File: config.mk
export PLATFORM = sky130hd
export DESIGN_NAME = scl_config_ctrl
export DESIGN_NICKNAME = d
export VERILOG_FILES = /design/src/scl_pkg.sv /design/src/scl_sync.sv /design/src/scl_config_ctrl.sv
export SDC_FILE = /design/constraint.sdc
export NUM_CORES = 1
export LEC_CHECK = 0
export BUFFER_PORTS_ARGS = -buffer_cell sky130_fd_sc_hd__buf_2
export CAP_MARGIN = 20
export CORE_MARGIN = 1.5
export CORE_UTILIZATION = 40
export DETAILED_ROUTE_END_ITERATION = 16
export HOLD_SLACK_MARGIN = 0.15
export PLACE_DENSITY_LB_ADDON = 0.25
export SLEW_MARGIN = 20
export SYNTH_ARGS = -nofsm -noshare
export SYNTH_HDL_FRONTEND = slang
export SYNTH_SLANG_ARGS = --single-unit
File: constraint.sdc
create_clock -name ref_clk -period 2.1 [get_ports ref_clk]
set_input_delay 0 -clock ref_clk [delete_from_list [all_inputs] [get_ports ref_clk]]
set_output_delay 0 -clock ref_clk [all_outputs]
set_load 0.05 [all_outputs]
File: src/scl_pkg.sv
package scl_pkg;

    // Clock and timing
    localparam int    REF_CLK_HZ          = 25_000_000;
    localparam real   RESET_TIMEOUT_US    = 100.0;
    // Longest time rounds to the nearest cycle
    localparam int    RESET_TIMEOUT_CYC   = int'(RESET_TIMEOUT_US
                                                * REF_CLK_HZ / 1.0E6);
    localparam int    INIT_CYCLES         = 299;
    localparam int    SYNC_STAGES         = 2;

    // Default configuration image size in bits
    localparam int    IMAGE_BITS_DEFAULT  = 64;

    typedef enum logic [5:0] {
        SCL_RESET = 6'h01,
        SCL_LOAD  = 6'h02,
        SCL_DONE  = 6'h04,
        SCL_INIT  = 6'h08,
        SCL_USER  = 6'h10,
        SCL_ERROR = 6'h20
    } scl_state_t;

endpackage

File: src/scl_sync.sv
`timescale 1ns/1ps
// Two-flop synchroniser for a group of pin levels
module scl_sync #(
    parameter int WIDTH = 1
) (
    input  wire logic             ref_clk,
    input  wire logic             rst,
    input  wire logic [WIDTH-1:0] async,
    output logic      [WIDTH-1:0] synced
);
    logic [WIDTH-1:0] meta;

    always_ff @(posedge ref_clk) begin
        if (rst) begin
            // Reset low: lines read as held in reset, no false edges
            meta   <= '0;
            synced <= '0;
        end else begin
            meta   <= async;
            synced <= meta;
        end
    end
endmodule

File: src/scl_config_ctrl.sv
`timescale 1ns/1ps
// Behaviour
// - Error: drive status low, reset internally
// - Auto-restart releases status after time-out
// - User mode request low: lines low, tri-state
// - Restart only after request high, status released
// - Loaded device drives chain enable out low
// - Load waits until wired status line released
// - Wired completion: chain initializes together
// - Data error during load pulls shared status low, reload
// - Held in reset while request or status low
// - Data bit sampled on serial clock rise
// - 299 start-up clocks before user mode
module scl_config_ctrl
    import scl_pkg::*;
#(
    parameter int IMAGE_BITS  = IMAGE_BITS_DEFAULT,
    parameter int TIMEOUT_CYC = RESET_TIMEOUT_CYC,
    parameter int INIT_CYC    = INIT_CYCLES
) (
    input  wire logic                  ref_clk,
    input  wire logic                  rst,
    input  wire logic                  autoRestart,
    input  wire logic                  configRequest_n,
    input  wire logic                  statusIn,
    output logic                       statusOut,
    output logic                       statusOe,
    input  wire logic                  confDoneIn,
    output logic                       confDoneOut,
    output logic                       confDoneOe,
    input  wire logic                  chain_enable_in_n,
    output logic                       chain_enable_out_n,
    input  wire logic                  serial_config_clock,
    input  wire logic                  serial_config_data,
    input  wire logic                  user_startup_clock,
    input  wire logic                  dataError,
    output logic                       userMode,
    output logic                       ioTristate,
    output logic [IMAGE_BITS-1:0]      image
);

    // Shift register needs at least two bits
    if (IMAGE_BITS < 2 || TIMEOUT_CYC < 1 || INIT_CYC < 1) begin : g_bad_param
        $error("scl_config_ctrl: bad parameter");
    end

    ////////////////////////////////////////////////////////////////////////
    // Pin synchronisers

    logic [6:0] pinSync;
    logic       reqN;
    logic       statusHigh;
    logic       doneHigh;
    logic       chainInN;
    logic       dclkS;
    logic       dataS;
    logic       usrClkS;

    scl_sync #(.WIDTH(7)) u_sync (
        .ref_clk (ref_clk),
        .rst     (rst),
        .async   ({configRequest_n, statusIn, confDoneIn, chain_enable_in_n,
                   serial_config_clock, serial_config_data,
                   user_startup_clock}),
        .synced  (pinSync)
    );

    assign {reqN, statusHigh, doneHigh, chainInN, dclkS, dataS, usrClkS} =
        pinSync;

    logic dclkPrev;
    logic usrPrev;
    logic dclkRise;
    logic usrRise;

    always_ff @(posedge ref_clk) begin
        if (rst) begin
            dclkPrev <= 1'b0;
            usrPrev  <= 1'b0;
        end else begin
            dclkPrev <= dclkS;
            usrPrev  <= usrClkS;
        end
    end

    assign dclkRise = dclkS & ~dclkPrev;
    assign usrRise  = usrClkS & ~usrPrev;

    ////////////////////////////////////////////////////////////////////////
    // Sequencer

    scl_state_t state;
    scl_state_t next_state;
    logic [$clog2(IMAGE_BITS+1)-1:0] bitCount;
    logic [$clog2(TIMEOUT_CYC+1)-1:0] toCount;
    logic [$clog2(INIT_CYC+1)-1:0]    initCount;
    logic autoLatched;

    // Option caught on every cycle in SCL_RESET, held static in other states
    always_ff @(posedge ref_clk) begin
        if (rst)
            autoLatched <= 1'b0;
        else if (state == SCL_RESET)
            autoLatched <= autoRestart;
    end

    always_comb begin
        next_state = state;
        case (state)
            SCL_RESET: begin
                if (reqN && statusHigh)
                    next_state = SCL_LOAD;
            end
            SCL_LOAD: begin
                if (!reqN || !statusHigh)
                    next_state = SCL_RESET;
                else if (dataError && !chainInN)
                    next_state = SCL_ERROR;
                else if (bitCount == IMAGE_BITS[$bits(bitCount)-1:0])
                    next_state = SCL_DONE;
            end
            SCL_DONE: begin
                if (!reqN || !statusHigh)
                    next_state = SCL_RESET;
                else if (doneHigh)
                    next_state = SCL_INIT;
            end
            SCL_INIT: begin
                if (!reqN || !statusHigh)
                    next_state = SCL_RESET;
                else if (initCount == INIT_CYC[$bits(initCount)-1:0])
                    next_state = SCL_USER;
            end
            SCL_USER: begin
                if (!reqN)
                    next_state = SCL_RESET;
            end
            SCL_ERROR: begin
                if (!reqN)
                    next_state = SCL_RESET;
                else if (autoLatched &&
                         toCount == TIMEOUT_CYC[$bits(toCount)-1:0])
                    next_state = SCL_RESET;
            end
            default: next_state = SCL_RESET;
        endcase
    end

    always_ff @(posedge ref_clk) begin
        if (rst)
            state <= SCL_RESET;
        else
            state <= next_state;
    end

    ////////////////////////////////////////////////////////////////////////
    // Serial data capture

    always_ff @(posedge ref_clk) begin
        if (rst) begin
            bitCount <= '0;
            image    <= '0;
        end else if (state != SCL_LOAD) begin
            if (state == SCL_RESET)
                bitCount <= '0;
        end else if (dclkRise && !chainInN) begin
            image    <= {image[IMAGE_BITS-2:0], dataS};
            bitCount <= bitCount + 1'b1;
        end
    end

    ////////////////////////////////////////////////////////////////////////
    // Counters

    always_ff @(posedge ref_clk) begin
        if (rst || state != SCL_ERROR)
            toCount <= '0;
        else if (toCount != TIMEOUT_CYC[$bits(toCount)-1:0])
            toCount <= toCount + 1'b1;
    end

    always_ff @(posedge ref_clk) begin
        if (rst || state != SCL_INIT)
            initCount <= '0;
        else if (usrRise)
            initCount <= initCount + 1'b1;
    end

    ////////////////////////////////////////////////////////////////////////
    // Wired pins and outputs

    assign statusOut   = 1'b0;
    assign confDoneOut = 1'b0;

    always_ff @(posedge ref_clk) begin
        if (rst) begin
            statusOe           <= 1'b1;
            confDoneOe         <= 1'b1;
            chain_enable_out_n <= 1'b1;
            userMode           <= 1'b0;
            ioTristate         <= 1'b1;
        end else begin
            statusOe   <= (next_state == SCL_ERROR) || !reqN;
            confDoneOe <= (next_state == SCL_RESET) ||
                          (next_state == SCL_LOAD) ||
                          (next_state == SCL_ERROR);
            chain_enable_out_n <= !((next_state == SCL_DONE) ||
                                    (next_state == SCL_INIT) ||
                                    (next_state == SCL_USER));
            userMode   <= (next_state == SCL_USER);
            ioTristate <= (next_state != SCL_USER);
        end
    end

    ////////////////////////////////////////////////////////////////////////
    // Checks

    a_error_pulls_status: assert property (@(posedge ref_clk) disable iff (rst)
        state == SCL_ERROR |-> statusOe)
        else $error("status not driven low in error");

    a_timeout_release: assert property (@(posedge ref_clk) disable iff (rst)
        state == SCL_ERROR && reqN && autoLatched &&
        toCount == TIMEOUT_CYC[$bits(toCount)-1:0]
        |=> state == SCL_RESET)
        else $error("no release after time-out");

    a_no_auto_hold: assert property (@(posedge ref_clk) disable iff (rst)
        state == SCL_ERROR && reqN && !autoLatched
        |=> state == SCL_ERROR)
        else $error("left error without request");

    a_user_request: assert property (@(posedge ref_clk) disable iff (rst)
        state == SCL_USER && !reqN
        |=> statusOe && confDoneOe && ioTristate)
        else $error("request in user mode ignored");

    a_load_needs_lines: assert property (@(posedge ref_clk) disable iff (rst)
        state == SCL_RESET && (!reqN || !statusHigh)
        |=> state == SCL_RESET)
        else $error("load began while held in reset");

    a_status_low_reset: assert property (@(posedge ref_clk) disable iff (rst)
        state inside {SCL_LOAD, SCL_DONE, SCL_INIT} && !statusHigh
        |=> state == SCL_RESET)
        else $error("stayed active while status low");

    a_chain_out: assert property (@(posedge ref_clk) disable iff (rst)
        state == SCL_DONE |-> !chain_enable_out_n)
        else $error("chain enable out not low when done");

    a_sample_rise: assert property (@(posedge ref_clk) disable iff (rst)
        state == SCL_LOAD && next_state == SCL_LOAD && dclkRise && !chainInN
        |=> image[0] == $past(dataS))
        else $error("data bit not sampled on rise");

    a_init_count: assert property (@(posedge ref_clk) disable iff (rst)
        state == SCL_INIT && $past(state) != SCL_INIT
        |-> initCount == '0)
        else $error("init count not cleared");

    a_wait_completion: assert property (@(posedge ref_clk) disable iff (rst)
        state == SCL_DONE && !doneHigh && reqN && statusHigh
        |=> state == SCL_DONE)
        else $error("init before completion high");

endmodule

==> results_dict.tcl <==
set metrics [dict create \
    final_max_slew_viol_count 0 \
    drc 0 \
    dr_wl_met3_um 560 \
    viasPerCell 4.95 \
    grt.overflow.total 0 \
    port_buffers 79 \
    fin_skew_ns 0.00726 \
    cts.clk_slew.worst_paths_ns 0.05 \
    hold_class "in -> reg" \
    die_y_um 111 \
    io_pins 82 \
    wl_um 9950 \
    timing.fmax_ghz 0.507 \
    drt_iter0_drc 205 \
    worstSkewPairLatency_ns 0.41 \
    grt_pass1_vias 3793 \
    routedWlPerCell_um 12.7 \
    fin_setup_tns_ns 0 \
    routed.top_layer "met4" \
    coreArea_um2 11400 \
    setup_viol 0 \
    ir_drop_mv 0.499 \
    final_antenna_net_count 0 \
    synth_area_um2 4660 \
    cts_tree "done" \
    dp_hpwl_um 6520 \
    htreeDepth 4 \
    crit_required_ns 2.40 \
    finalCriticalPeriod_ns 1.97 \
    final_hold_viol_count 0 \
    crit_path_frequent_cell "buf_4" \
    powerDensity_nw_per_um2 854 \
    rsz0062_at_grt "false" \
    cts_buffer_depth 2 \
    min_period_over_period_pct 94.0 \
    outcome "finished clean" \
    globalplace.congestion 0.850 \
    die_area_um2 12300 \
    wl_met2_um 4710 \
    root_buffer "clkbuf_16" \
    grt_usage_pct 17.1 \
    syn_avg_cell_area_um2 8.62 \
    grt_max_degree 79 \
    yosys_warnings 0 \
    critPathKind "reg -> reg" \
    final_net_count 645 \
    numCtsBuffers 17 \
    leakagePower_nw 2.31 \
    antenna_found_initial 0 \
    wl_met1_um 4440 \
    path_max_fanout 8 \
    drive_gt1_share_pct 20.4 \
    area_delta_synth_final_pct 26.2 \
    finalNonFillerCells 781 \
    critPathMaxStageDelay_ns 0.56 \
    dr.pass1.iters 4 \
    vias 3865 \
    diodes 0 \
    ys_ff_latch 120 \
    synth_cell_types 52 \
    num_rows 39 \
    dp.cells 741 \
    worst_path_max_delay_cell "dlygate4sd3_1" \
    netlist_instances 541 \
    yosysSeqAreaShare_pct 51.5 \
    end_kind "flop" \
    cp_cell_sequence "buf_4 -> nor4_4 -> nand3b_1 -> buf_4 -> nand2_1 -> a21oi_1 -> dlygate4sd3_1" \
    grt_pass1_wl_um 17100 \
    initial_core_util_pct 41.0 \
    maxCapViolations 0 \
    startpoint_type "flop" \
    die_w_um 111 \
    worstPathArrival_ns 2.27 \
    cts.sinks 120 \
]
==> cells in the final DEF (no fill, tap or decap), types with 2 or more instances in the layout <==
cell / n
nor4_1: 3
nand4_1: 2
buf_12: 2
o21ai_0: 2
and4_1: 4
nand2_1: 140
nand2b_1: 7
xnor2_1: 13
o21a_1: 3
and3_1: 8
xor2_1: 12
or3_1: 3
clkbuf_1: 4
nand4b_1: 2
nor2b_1: 18
dfxtp_1: 120
a21oi_1: 71
nor3_1: 2
clkbuf_8: 4
dlygate4sd3_1: 10
nor3b_1: 3
nand3b_1: 2
a211oi_1: 2
clkbuf_16: 17
o21ai_1: 2
inv_1: 5
nor4b_1: 5
nor2_1: 38
nor4b_4: 2
conb_1: 2
ha_1: 5
buf_2: 79
nand3_1: 8
buf_4: 11
nor3b_4: 2
==> cell usage after synthesis, drive strengths merged <==
cell | instances | area share [%]
nand2 | 140 | 11
dfxtp | 120 | 52
a21oi | 71 | 7.6
nor2 | 39 | 3.2
clkbuf | 22 | 1.8
nor2b | 18 | 2.4
xnor2 | 13 | 2.4
buf | 12 | 1.4
xor2 | 12 | 2.3
and3 | 9 | 1.2
nand3 | 9 | 1.1
nand2b | 8 | 1.2
nor4b | 7 | 1.8
ha | 5 | 1.3
inv | 5 | 0.40
nor3b | 5 | 1.3
and4 | 4 | 0.75
nor4 | 4 | 0.67
o21ai | 4 | 0.43
a211oi | 3 | 0.59
o21a | 3 | 0.48
or3 | 3 | 0.40
a32oi | 2 | 0.38
nand3b | 2 | 0.32
nand4 | 2 | 0.27
nand4b | 2 | 0.38
nor3 | 2 | 0.21
or4 | 2 | 0.40
a2111oi | 1 | 0.32
a211o | 1 | 0.19
a221o | 1 | 0.21
a41oi | 1 | 0.19
and2 | 1 | 0.13
and4b | 1 | 0.21
conb | 1 | 0.080
mux2i | 1 | 0.21
nor4bb | 1 | 0.21
o22ai | 1 | 0.13
o32ai | 1 | 0.19
or2 | 1 | 0.13
or4b | 1 | 0.21
==> per-stage QoR <==
stage	cell area (um^2)	power [mW]	util, %	worst slack, ns	hold WS [ns]
floorplan	4670	2.41	-	0.416	0.128
global placement	5200	2.43	45.7	0.251	0.215
detailed placement	5200	2.43	45.7	0.157	0.213
CTS	5840	5.10	51.3	0.0681	0.216
global route	5880	5.19	51.7	0.00556	0.297
finish	5880	5.02	51.7	0.127	0.260
==> layer usage <==
metal / vias up / global-route usage, %
met1: 1776 / 19.9
met5: - / 0
li1: 1963 / -
met3: 21 / 5.19
met2: 105 / 27.9
met4: 0 / 9.57
==> what timing repair did <==
item,CTS,global route
setup buffers,0,2
gates resized for setup,0,4
hold buffers,10,0
endpoints found under the hold margin,17,0
setup endpoints to repair,0,3
==> final cells by class <==
type	count	area [um^2]
clock buffer	25	495
clock inverter	3	42.5
fill	1062	5490
inverter	5	18.8
multi-input combinational	383	2130
sequential	120	2400
tap	143	179
timing repair buffer	102	618
==> worst paths after layout <==
kind	start	end	slack, ns	depth (start not counted)
min reg2reg	u_sync.meta[5]$_SDFF_PP0_	u_sync.synced[5]$_SDFF_PP0_	0.43	1
max	state[2]$_SDFF_PP0_	autoLatched$_SDFFE_PP0P_	0.13	7
max reg2reg	state[2]$_SDFF_PP0_	autoLatched$_SDFFE_PP0P_	0.13	7
min	dataError	state[5]$_SDFF_PP0_	0.26	4
==> power breakdown <==
part	internal [mW]	switching (mW)	total [mW]
Combinational	0.0380	0.0538	0.0919
Clock	1.72	0.910	2.63
Sequential	2.30	0.00753	2.30
Total	4.05	0.971	5.02
==> flip-flops by register name, summed over array words and instances, names as in the netlist <==
register            flops
image                  64
toCount                12
initCount               9
bitCount                7
u_sync.meta             7
u_sync.synced           7
state                   6
autoLatched             1
chain_enable_out_n      1
confDoneOe              1
dclkPrev                1
ioTristate              1
statusOe                1
userMode                1
usrPrev                 1
==> cells by family after synthesis <==
logic type	synth area share [%]
compound gates	10.7
xor+xnor	4.70
fa+ha+maj	1.34
buf+inv	3.62
flops	51.5
mux	0.215
other cells	0.0804
simple gates	27.8
==> critical path: cells and delay by family (launching register included) <==
family | cells | cell delay [ns]
AOI/OAI and AO/OA | 1 | 0.05
and+or+nand+nor | 3 | 0.51
buffers and inverters | 3 | 0.95
DFF | 1 | 0.36
Note: power is estimated with default switching activity, not from simulation.
